`src/wwd_pkg.sv`:
```
/*
 window watchdog package: timing constants, window choices, states.
 assumes a single 20 mhz clock, period 50 ns.
*/
package wwd_pkg;
    localparam int        CLK_PERIOD_NS       = 50;
    // plain defaults, set per board
    localparam int        WATCHDOG_PERIOD_US  = 10000;
    localparam int        RESET_HOLD_TIME_US  = 4000;
    localparam int        WATCHDOG_CYCLES     =
        (WATCHDOG_PERIOD_US * 1000) / CLK_PERIOD_NS;
    localparam int        RESET_HOLD_CYCLES   =
        (RESET_HOLD_TIME_US * 1000 + CLK_PERIOD_NS - 1) / CLK_PERIOD_NS;
    localparam int        CNT_W               = 24;
    localparam int        TALLY_LIMIT         = 3;
    localparam logic [1:0] TALLY_ZERO         = 2'h0;
    localparam logic [1:0] TALLY_ONE          = 2'h1;
    localparam logic [CNT_W-1:0] CNT_ZERO     = 24'h000000;
    localparam logic [CNT_W-1:0] CNT_ONE      = 24'h000001;

    typedef enum logic {
        WWD_OPEN_50 = 1'b0,
        WWD_OPEN_75 = 1'b1
    } wwd_window_type;

    typedef enum logic [1:0] {
        WWD_HOLD  = 2'b00,
        WWD_WATCH = 2'b01,
        WWD_IDLE  = 2'b10
    } wwd_state_type;
endpackage

```
`src/wwd_top.sv`:
```
/*
 window watchdog with fault escalation to a backup-enable flag.
 assumes supply monitor, timing node and strobe arrive as async pins.
 Overview of operation is in the list below.
*/
// Overview of operation
// - no edge within period: late fault
// - edge in open window is good
// - three bad events assert backup enable
// - three good edges release backup enable
// - counter clears on reset rise, edge
// - counter held zero while reset low
// - counter starts at reset release
// - edges ignored while reset low
// - open window 50 or 75 percent
// - timing node low disables watchdog
// - reset held by supply, then timeout
// - closed-window edge is early fault
// - fault: reset low for hold time
// - period is closed plus open window
`timescale 1ns/10ps
`default_nettype none
module wwd_top
    import wwd_pkg::*;
#(
    parameter int             PERIOD_CYCLES = WATCHDOG_CYCLES,
    parameter int             HOLD_CYCLES   = RESET_HOLD_CYCLES,
    parameter wwd_window_type OPEN_WINDOW   = WWD_OPEN_50
) (
    // clock and reset
    input  wire logic mclk,
    input  wire logic srst,
    // pins from the supervised side
    input  wire logic service_strobe_in,
    input  wire logic supply_monitor_in,
    input  wire logic watchdog_timing_node,
    // open-drain outputs, low active
    output logic      reset_out_n,
    output logic      backup_enable_n
);
    // window boundaries in cycles from the last clear
    localparam int OPEN_CYCLES = (OPEN_WINDOW == WWD_OPEN_75) ?
        (PERIOD_CYCLES * 3) / 4 : PERIOD_CYCLES / 2;
    localparam logic [CNT_W-1:0] CLOSED_END =
        CNT_W'(PERIOD_CYCLES - OPEN_CYCLES);
    localparam logic [CNT_W-1:0] PERIOD_LAST = CNT_W'(PERIOD_CYCLES - 1);
    localparam logic [CNT_W-1:0] HOLD_LEN    = CNT_W'(HOLD_CYCLES);
    localparam logic [1:0]       TALLY_MAX   = 2'(TALLY_LIMIT);

    wwd_state_type    state_reg;
    wwd_state_type    state_next;
    logic [CNT_W-1:0] cnt_reg;
    logic [CNT_W-1:0] cnt_next;
    logic [1:0]       bad_reg;
    logic [1:0]       bad_next;
    logic [1:0]       good_reg;
    logic [1:0]       good_next;
    logic             backup_next;
    logic             rst_next;
    logic             supply_ok;
    logic             enable_lvl;
    logic             strobe_fall;
    logic             hold_done;

    // pin synchronisers
    wwd_edge_sync u_strobe_sync (
        .mclk      (mclk),
        .srst      (srst),
        .pin_in    (service_strobe_in),
        .level_out (),
        .fall_out  (strobe_fall)
    );
    wwd_edge_sync u_supply_sync (
        .mclk      (mclk),
        .srst      (srst),
        .pin_in    (supply_monitor_in),
        .level_out (supply_ok),
        .fall_out  ()
    );
    wwd_edge_sync u_enable_sync (
        .mclk      (mclk),
        .srst      (srst),
        .pin_in    (watchdog_timing_node),
        .level_out (enable_lvl),
        .fall_out  ()
    );

    // decoding of events
    wire in_hold     = (state_reg == WWD_HOLD);
    wire watching    = (state_reg == WWD_WATCH) & enable_lvl;
    wire edge_taken  = watching & strobe_fall;
    wire early_fault = edge_taken & (cnt_reg < CLOSED_END);
    wire good_edge   = edge_taken & ~early_fault;
    wire late_fault  = watching & ~strobe_fall &
                       (cnt_reg == PERIOD_LAST);
    wire wd_fault    = early_fault | late_fault;
    wire hold_start  = wd_fault | ~supply_ok;
    wire release_now = in_hold & hold_done & supply_ok;

    wwd_hold_timer #(
        .HOLD_CYCLES (HOLD_CYCLES)
    ) u_hold (
        .mclk    (mclk),
        .srst    (srst),
        .restart (hold_start),
        .done    (hold_done)
    );

    // state sequencing
    always_comb begin
        state_next = state_reg;
        case (state_reg)
            WWD_HOLD: begin
                if (release_now) begin
                    state_next = enable_lvl ? WWD_WATCH : WWD_IDLE;
                end
            end
            WWD_WATCH: begin
                if (hold_start) begin
                    state_next = WWD_HOLD;
                end else if (!enable_lvl) begin
                    state_next = WWD_IDLE;
                end
            end
            WWD_IDLE: begin
                if (!supply_ok) begin
                    state_next = WWD_HOLD;
                end else if (enable_lvl) begin
                    state_next = WWD_WATCH;
                end
            end
            default: begin
                state_next = WWD_HOLD;
            end
        endcase
    end

    // counter: zero in hold, zero on every clear, counts while watching
    assign cnt_next = (!watching || edge_taken) ? CNT_ZERO :
                      hold_start ? CNT_ZERO :
                      (cnt_reg == PERIOD_LAST) ? CNT_ZERO :
                      cnt_reg + CNT_ONE;

    // tallies of consecutive events
    assign bad_next  = good_edge ? TALLY_ZERO :
                       (wd_fault && bad_reg != TALLY_MAX) ?
                       bad_reg + TALLY_ONE : bad_reg;
    assign good_next = wd_fault ? TALLY_ZERO :
                       (good_edge && good_reg != TALLY_MAX) ?
                       good_reg + TALLY_ONE : good_reg;
    assign backup_next =
        (wd_fault && bad_reg == TALLY_MAX - TALLY_ONE) ? 1'b0 :
        (good_edge && good_reg == TALLY_MAX - TALLY_ONE) ? 1'b1 :
        backup_enable_n;
    assign rst_next = (state_next != WWD_HOLD);

    always_ff @(posedge mclk) begin
        if (srst) begin
            state_reg       <= WWD_HOLD;
            cnt_reg         <= CNT_ZERO;
            bad_reg         <= TALLY_ZERO;
            good_reg        <= TALLY_ZERO;
            backup_enable_n <= 1'b1;
            reset_out_n     <= 1'b0;
        end else begin
            state_reg       <= state_next;
            cnt_reg         <= cnt_next;
            bad_reg         <= bad_next;
            good_reg        <= good_next;
            backup_enable_n <= backup_next;
            reset_out_n     <= rst_next;
        end
    end

    // checks
    property p_late_fault;
        @(posedge mclk) disable iff (srst)
        late_fault |=> !reset_out_n;
    endproperty
    a_late_fault: assert property (p_late_fault)
        else $error("late fault did not assert reset");

    property p_good_keeps;
        @(posedge mclk) disable iff (srst)
        good_edge && supply_ok |=> reset_out_n;
    endproperty
    a_good_keeps: assert property (p_good_keeps)
        else $error("good edge caused reset");

    property p_backup_set;
        @(posedge mclk) disable iff (srst)
        wd_fault && bad_reg == 2'h2 |=> !backup_enable_n;
    endproperty
    a_backup_set: assert property (p_backup_set)
        else $error("backup enable not asserted after three faults");

    property p_backup_rel;
        @(posedge mclk) disable iff (srst)
        $rose(backup_enable_n) |-> $past(good_edge) && $past(good_reg) == 2'h2;
    endproperty
    a_backup_rel: assert property (p_backup_rel)
        else $error("backup enable released without three good edges");

    property p_clear_edge;
        @(posedge mclk) disable iff (srst)
        edge_taken |=> cnt_reg == CNT_ZERO;
    endproperty
    a_clear_edge: assert property (p_clear_edge)
        else $error("counter not cleared by accepted edge");

    property p_hold_zero;
        @(posedge mclk) disable iff (srst)
        in_hold |-> cnt_reg == CNT_ZERO && !reset_out_n;
    endproperty
    a_hold_zero: assert property (p_hold_zero)
        else $error("counter moved during reset");

    property p_ignore_low;
        @(posedge mclk) disable iff (srst)
        !reset_out_n |-> !edge_taken;
    endproperty
    a_ignore_low: assert property (p_ignore_low)
        else $error("edge accepted while reset low");

    property p_supply;
        @(posedge mclk) disable iff (srst)
        !supply_ok |=> !reset_out_n [*2];
    endproperty
    a_supply: assert property (p_supply)
        else $error("reset released too soon after low supply");

    property p_early;
        @(posedge mclk) disable iff (srst)
        edge_taken && cnt_reg < CLOSED_END |=> !reset_out_n;
    endproperty
    a_early: assert property (p_early)
        else $error("early edge did not assert reset");

    // reset-low length for the hold check, saturates at the hold time
    logic [CNT_W-1:0] low_len_reg;
    logic [CNT_W-1:0] low_len_next;

    assign low_len_next = reset_out_n ? CNT_ZERO :
                          (low_len_reg == HOLD_LEN) ? low_len_reg :
                          low_len_reg + CNT_ONE;

    always_ff @(posedge mclk) begin
        if (srst) begin
            low_len_reg <= CNT_ZERO;
        end else begin
            low_len_reg <= low_len_next;
        end
    end

    property p_hold_len;
        @(posedge mclk) disable iff (srst)
        $rose(reset_out_n) |-> low_len_reg == HOLD_LEN;
    endproperty
    a_hold_len: assert property (p_hold_len)
        else $error("reset released before the hold time");

    property p_clear_rise;
        @(posedge mclk) disable iff (srst)
        $rose(reset_out_n) |-> cnt_reg == CNT_ZERO;
    endproperty
    a_clear_rise: assert property (p_clear_rise)
        else $error("counter not clear at reset release");

    property p_count_start;
        @(posedge mclk) disable iff (srst)
        $rose(reset_out_n) && watching && supply_ok && !strobe_fall
        |=> cnt_reg == CNT_ONE;
    endproperty
    a_count_start: assert property (p_count_start)
        else $error("counter did not start at reset release");

    property p_disabled;
        @(posedge mclk) disable iff (srst)
        !enable_lvl && supply_ok && reset_out_n
        |=> reset_out_n && cnt_reg == CNT_ZERO;
    endproperty
    a_disabled: assert property (p_disabled)
        else $error("disabled watchdog moved reset or counter");

    property p_period;
        @(posedge mclk) disable iff (srst)
        watching |-> cnt_reg <= PERIOD_LAST;
    endproperty
    a_period: assert property (p_period)
        else $error("counter ran past the period");

    property p_edge_once;
        @(posedge mclk) disable iff (srst)
        strobe_fall |=> !strobe_fall;
    endproperty
    a_edge_once: assert property (p_edge_once)
        else $error("strobe edge reported twice");

    property p_window;
        @(posedge mclk) disable iff (srst)
        edge_taken && cnt_reg >= CLOSED_END && supply_ok |=> reset_out_n;
    endproperty
    a_window: assert property (p_window)
        else $error("open-window edge caused reset");

    property p_bad_clear;
        @(posedge mclk) disable iff (srst)
        good_edge |=> bad_reg == TALLY_ZERO;
    endproperty
    a_bad_clear: assert property (p_bad_clear)
        else $error("good edge left bad tally set");

    property p_good_clear;
        @(posedge mclk) disable iff (srst)
        wd_fault |=> good_reg == TALLY_ZERO;
    endproperty
    a_good_clear: assert property (p_good_clear)
        else $error("fault left good tally set");

    property p_backup_hold;
        @(posedge mclk) disable iff (srst)
        !backup_enable_n && !good_edge |=> !backup_enable_n;
    endproperty
    a_backup_hold: assert property (p_backup_hold)
        else $error("backup enable released without a good edge");
endmodule
`default_nettype wire

```
`src/wwd_edge_sync.sv`:
```
/*
 two-flop synchroniser with falling-edge pulse.
 assumes an asynchronous pin input and the block clock.
*/
`timescale 1ns/10ps
`default_nettype none
module wwd_edge_sync
    import wwd_pkg::*;
(
    // clock and reset
    input  wire logic mclk,
    input  wire logic srst,
    // pin side
    input  wire logic pin_in,
    // synchronised outputs
    output logic      level_out,
    output logic      fall_out
);
    logic meta_reg;
    logic sync_reg;
    logic last_reg;

    // first flop only feeds the second
    always_ff @(posedge mclk) begin
        if (srst) begin
            meta_reg <= 1'b1;
            sync_reg <= 1'b1;
            last_reg <= 1'b1;
        end else begin
            meta_reg <= pin_in;
            sync_reg <= meta_reg;
            last_reg <= sync_reg;
        end
    end

    assign level_out = sync_reg;
    assign fall_out  = last_reg & ~sync_reg;
endmodule
`default_nettype wire

```
`src/wwd_hold_timer.sv`:
```
/*
 reset hold timer: counts the hold period after a start pulse.
 assumes restart comes from the same clock; while restart is held high, the count stays at zero.
*/
`timescale 1ns/10ps
`default_nettype none
module wwd_hold_timer
    import wwd_pkg::*;
#(
    parameter int HOLD_CYCLES = RESET_HOLD_CYCLES
) (
    // clock and reset
    input  wire logic mclk,
    input  wire logic srst,
    // control
    input  wire logic restart,
    // status
    output logic      done
);
    localparam logic [CNT_W-1:0] HOLD_LAST = CNT_W'(HOLD_CYCLES - 1);
    logic [CNT_W-1:0] cnt_reg;
    logic [CNT_W-1:0] cnt_next;
    wire              at_end = (cnt_reg == HOLD_LAST);

    assign cnt_next = restart ? CNT_ZERO :
                      (at_end ? cnt_reg : cnt_reg + CNT_ONE);
    assign done     = at_end & ~restart;

    always_ff @(posedge mclk) begin
        if (srst) begin
            cnt_reg <= CNT_ZERO;
        end else begin
            cnt_reg <= cnt_next;
        end
    end
endmodule
`default_nettype wire

```
`config.mk`:
```
export PLATFORM = sky130hd
export DESIGN_NAME = wwd_top
export DESIGN_NICKNAME = d
export VERILOG_FILES = /design/src/wwd_pkg.sv /design/src/wwd_top.sv /design/src/wwd_edge_sync.sv /design/src/wwd_hold_timer.sv
export SDC_FILE = /design/constraint.sdc
export NUM_CORES = 1
export LEC_CHECK = 0
export CAP_MARGIN = 10
export CELL_PAD_IN_SITES_DETAIL_PLACEMENT = 0
export CELL_PAD_IN_SITES_GLOBAL_PLACEMENT = 2
export CORE_UTILIZATION = 40
export CTS_CLUSTER_DIAMETER = 50
export DETAILED_ROUTE_END_ITERATION = 12
export DONT_BUFFER_PORTS = 1
export PLACE_DENSITY_LB_ADDON = 0.1
export SLEW_MARGIN = 20
export SYNTH_ARGS = -nofsm -noshare
export SYNTH_HDL_FRONTEND = slang
export SYNTH_SLANG_ARGS = --single-unit
```
`constraint.sdc`:
```
create_clock -name mclk -period 2.69 [get_ports mclk]
set_input_delay 0.538 -clock mclk [delete_from_list [all_inputs] [get_ports mclk]]
set_output_delay 0.538 -clock mclk [all_outputs]
set_load 0.01 [all_outputs]
```
After elaboration in Yosys (flattened, before gate mapping):

Cells that the tools add are included.

* add/sub/neg operators: 4
* multipliers: 0
* divide/modulo/power cells: 0
* $lt $le $gt $ge: 1
* eq/ne operators: 8
* shift-type cells: 0
* mux-type cells: 9
* bitwise logic cells: 17
* reductions and logical operators: 13

Operators by type and width (count)
* $add A24 B1 Y24 const B: 2
* $eq A24 B17 Y1 const B: 1
* $eq A24 B18 Y1 const B: 1
* $lt A24 B17 Y1 const B: 1
* $mux W2: 6
* $and A1 B1 Y1: 10
* $eq A2 B2 Y1 const B: 3
* $pmux W2 S3: 1
* $reduce_or A2 Y1: 3
* $not A1 Y1: 5
* $add A2 B1 Y2 const B: 2
* $logic_and A1 B1 Y1: 4
* $ne A2 B2 Y1 const B: 2
* $reduce_bool A2 Y1: 2
* $reduce_or A4 Y1: 1
* $eq A2 B1 Y1 const B: 1
* $logic_not A2 Y1: 1
* $mux W1: 2
* $or A1 B1 Y1: 2
* $logic_not A1 Y1: 1
* $logic_or A1 B1 Y1: 1

* bits in registers: 63
* latch bits: 0
* bits in writable memories: 0
* ROM bits: 0
* bits of input ports: 5
* output and inout port bits: 2
* logic and storage cells: 66
* memories kept: 0

Logic depth before layout (Yosys ltp):

* depth in word-level cells: 14
* mapped depth: 7
* depth with buffers taken out: 6

Hierarchy:

Synthesis repeated with hierarchy kept, for this count alone.

* cells, all modules: 365
* area total of the unflattened synthesis: 3248.1 µm²

By module, submodules not included
* wwd_top: instances 1, cells an instance 195, area an instance 1699.1 µm², sequential area each 640.6 µm²
* wwd_hold_timer: instances 1, cells an instance 149, area an instance 1293.7 µm², sequential area each 480.5 µm²
* wwd_edge_sync: instances 3, cells an instance 7, area an instance 85.1 µm², sequential area each 60.1 µm²

Worst setup path after synthesis:

OpenSTA, ideal clock, no wires.

* path kind: reg-to-reg
* start: register u_hold.cnt_reg[17]
* end: register u_hold.cnt_reg[4]
* library setup time: 114 ps
* data arrival time: 1761 ps
* required time: 2576 ps
* path slack: 815 ps
* stages on the path, launching flop included: 7
* path buffers: 1
* period minus slack after synthesis: 1875 ps
* cell sequence: dfxtp_1 -> or4b_1 -> or4_1 -> buf_6 -> o2111ai_1 -> xor2_1 -> nor2_1

* cells in the longest elaborated chain, start to end: 1

Ends and longest elaborated chain
* start, declared: line wwd_hold_timer.sv:21 `logic [CNT_W-1:0] cnt_reg;`
* start signal, assigned: line wwd_hold_timer.sv:33 `cnt_reg <= cnt_next;`
* $eq A24 B17 Y1: line wwd_hold_timer.sv:23 `wire at_end = (cnt_reg == HOLD_LAST);`

No other way between the ends.
A chain may end at the register's enable or synchronous reset.

Worst setup path after layout:

* start: register cnt_reg[13]
* end: register u_hold.cnt_reg[22]

* cells in the longest elaborated chain, start to end: 5
* elaborated cells between the ends (all ways): 7
* classes of those cells: 1 x order compare; 1 x eq/ne; 4 x bitwise; 1 x reduce/logical

Ends and longest elaborated chain
* start, declared: line wwd_top.sv:52 `logic [CNT_W-1:0] cnt_reg;`
* start signal, assigned: line wwd_top.sv:167 `cnt_reg <= cnt_next;`
* $lt A24 B17 Y1 / $eq A24 B18 Y1 (equally long branches): line wwd_top.sv:92, wwd_top.sv:95
* $and A1 B1 Y1, on equally long branches: line wwd_top.sv:92, wwd_top.sv:94
* $or A1 B1 Y1 (*): line wwd_top.sv:96 `wire wd_fault = early_fault | late_fault;`
* $or A1 B1 Y1 (*): line wwd_top.sv:97 `wire hold_start = wd_fault | ~supply_ok;`
* $reduce_or A2 Y1 (no source line) (*)

Every way passes the cells marked *; elsewhere a longest branch is shown, timed or not.

==> run metrics <==
vias in the first global route 2034; Post-Syn Instances 332; Synth Area in Simple Gates 30.2%; Site Rows 31; CP endpoint kind register; first-pass GRT wire length 9.66 mm; post-synthesis adder-cell area fraction 2.52%; share of cells above drive strength 1 11.8%; WP data arrival 2280 ps; Post-Synthesis Cell Area 2980 um2; area growth from synthesis to final layout 8.22%; CTS Hold Buffers Added 0; Hold Path Class input pin to register; post_cts resized 0; Initial Util 41.3%; Slew headroom 51.7%; critical path class register to register; Die ar. 7800 um2; root buf cell clkbuf_8; Final ANT Viol Nets 0; leakage 1.06 nW; drt wl/cell 12.9 um; Seq. cell area 1260 um2; sequential-to-total area share from yosys stat 42.3%; Initial DRT Pass Iterations 4; Synth Area in Compound Gates 7.85%; Area contributors post-synth dfxtp_1 (42%), nor2_1 (7.6%), xor2_1 (6.8%); GRT Util Overall 16.1%; Critical Path Max Stage Delay 560 ps; pwr/cell area 534 nW/um2; clock tree sinks 63; DRC viols 0; worst clock skew 10.2 ps; final worst path period share 77.6%; clk_lat worst skew 330 ps; Ports 7; Clock Tree Buf Depth 2; post-layout util 44.7%; Iter 0 DRT Violations 103; largest family of logic cells by synthesized area simple AND/OR/NAND/NOR gates; hpwl dp 3.92 mm; syn_nets 343; Main synth FF type dfxtp_1; H-Tree Level Count 3; Post-Synth XOR/XNOR Area 12.9%; top cells by count, synth dfxtp_1 (63), nor2_1 (60), nand3_1 (23), xor2_1 (23), xnor2_1 (21); CP Data Required Time 2880 ps; largest net degree at the start of global routing 26; slowest CP cell or4_4; Max FO, Critical Path 25; Worst setup SP type register; Yosys Warn Count 0; die height 88.3 um; max-slew violation count 0; n_diodes 0; routed vias 2216; Yosys top cell by area dfxtp_1; Post-synth EDFFs 0; Async S/R FF share, synth 0%; postcts setup bufs 0; final hold violations 0; max_cap viols 0; GR Overflow Total 0; top-count cell post-synth dfxtp_1; Core Area 7210 um2; Peak Freq 0.479 GHz; Post-Route WL 5.65 mm; CTS clk-pin slew, worst paths 70 ps; worst-path cell chain or4_4, nor4_2, nand4_1, nand3_2, nor2_1; gpl congestion 0.726; CTS tree yes; peak supply drop 0.000326 V; clock buffer count from CTS 9; # setup viols final 0; multi-input combinational cell area 1610 um2; port bufs 0; multiplexer share of the synthesized area 0.671%; die width 88.3 um; status complete, no violations; Final min period 2090 ps; unrepaired setup endpoints after global routing no; top cell type's share of synthesized area 42.3%; initial antenna violation count 0; Seq cells post-synth 63; Layout Nets 345; post-route setup TNS 0 ps; average size of a mapped cell 8.98 um2; number of fill cells 749; Netlist cell types 51; Slew @ Worst Pin 717 ps; Via-to-Cell Ratio 5.07
-- worst max-delay path, delay by kind of cell, from the launching register on --
kind	cells	cell delay, ps
flip-flops	1	360
AND/OR/NAND/NOR	5	1570
-- final cells by class --
cell class	count	area share, %
multi-input cells	249	50.0
inverters	10	1.16
well taps	99	3.84
repair buffers	1	0.233
clock buffers	12	5.12
clock inverters	3	0.543
flip-flops and latches	63	39.1
-- cell usage in the layout, fill, tap and decap left out, types with 3 or more instances in the layout --
| cell type | Yosys | routed |
|---|---|---|
| o211ai_1 | 3 | 3 |
| inv_1 | 10 | 10 |
| nor2b_1 | 3 | 3 |
| nor2_1 | 60 | 60 |
| nand3_1 | 23 | 23 |
| xor2_1 | 23 | 23 |
| dfxtp_1 | 63 | 63 |
| clkbuf_8 | 1 | 12 |
| and4_1 | 4 | 4 |
| and3_1 | 6 | 6 |
| nand2_1 | 15 | 15 |
| nand4_1 | 10 | 10 |
| ha_1 | 6 | 6 |
| nor4_1 | 6 | 6 |
| nor3_1 | 10 | 10 |
| nand3b_1 | 3 | 3 |
| xnor2_1 | 21 | 21 |
| o21ai_0 | 6 | 6 |
| or2_2 | 9 | 9 |
-- cells by family (layout without fill, tap and decap cells) --
group | Yosys count | count (layout)
adders and majority gates | 6 | 6
and+or+nand+nor | 170 | 170
buffers and inverters | 20 | 26
muxes | 2 | 2
AOI/OAI and AO/OA | 27 | 27
DFF | 63 | 63
xor gates and xnor gates | 44 | 44
-- through the flow --
stage	power (mW)	worst slack (ps)	std cells	instance area [um2]	hold slack [ps]
5_1_grt	1.80	352	437	3230	271
2_1_floorplan	0.992	815	332	2980	389
6_report	1.72	604	437	3230	282
3_5_place_dp	0.995	601	422	3040	393
3_3_place_gp	0.994	605	422	3040	391
4_1_cts	1.75	576	437	3230	270
-- metal layers --
layer / GRT usage, % / vias up / wire [um]
met5: 0 / - / 0
met4: 6.60 / 0 / 95
met3: 3.17 / 9 / 103
met2: 24.5 / 17 / 2460
met1: 22.5 / 1027 / 2990
li1: - / 1163 / -
-- final timing paths --
path	from	end	slack, ps	cells after the start
worst max-delay path	cnt_reg[13]$_SDFF_PP0_	u_hold.cnt_reg[22]$_SDFFE_PP0P_	600	5
worst min-delay path	srst	good_reg[0]$_SDFFE_PP0P_	280	1
worst max register to register	cnt_reg[13]$_SDFF_PP0_	u_hold.cnt_reg[22]$_SDFFE_PP0P_	600	5
worst min register to register	u_strobe_sync.meta_reg$_SDFF_PP1_	u_strobe_sync.level_out$_SDFF_PP1_	400	1
-- power by group --
| group | switching [mW] | internal (mW) |
|---|---|---|
| clock network | 0.349 | 0.402 |
| registers | 0.00516 | 0.941 |
| logic | 0.0174 | 0.00931 |
Power figures use the tool's default switching activity.
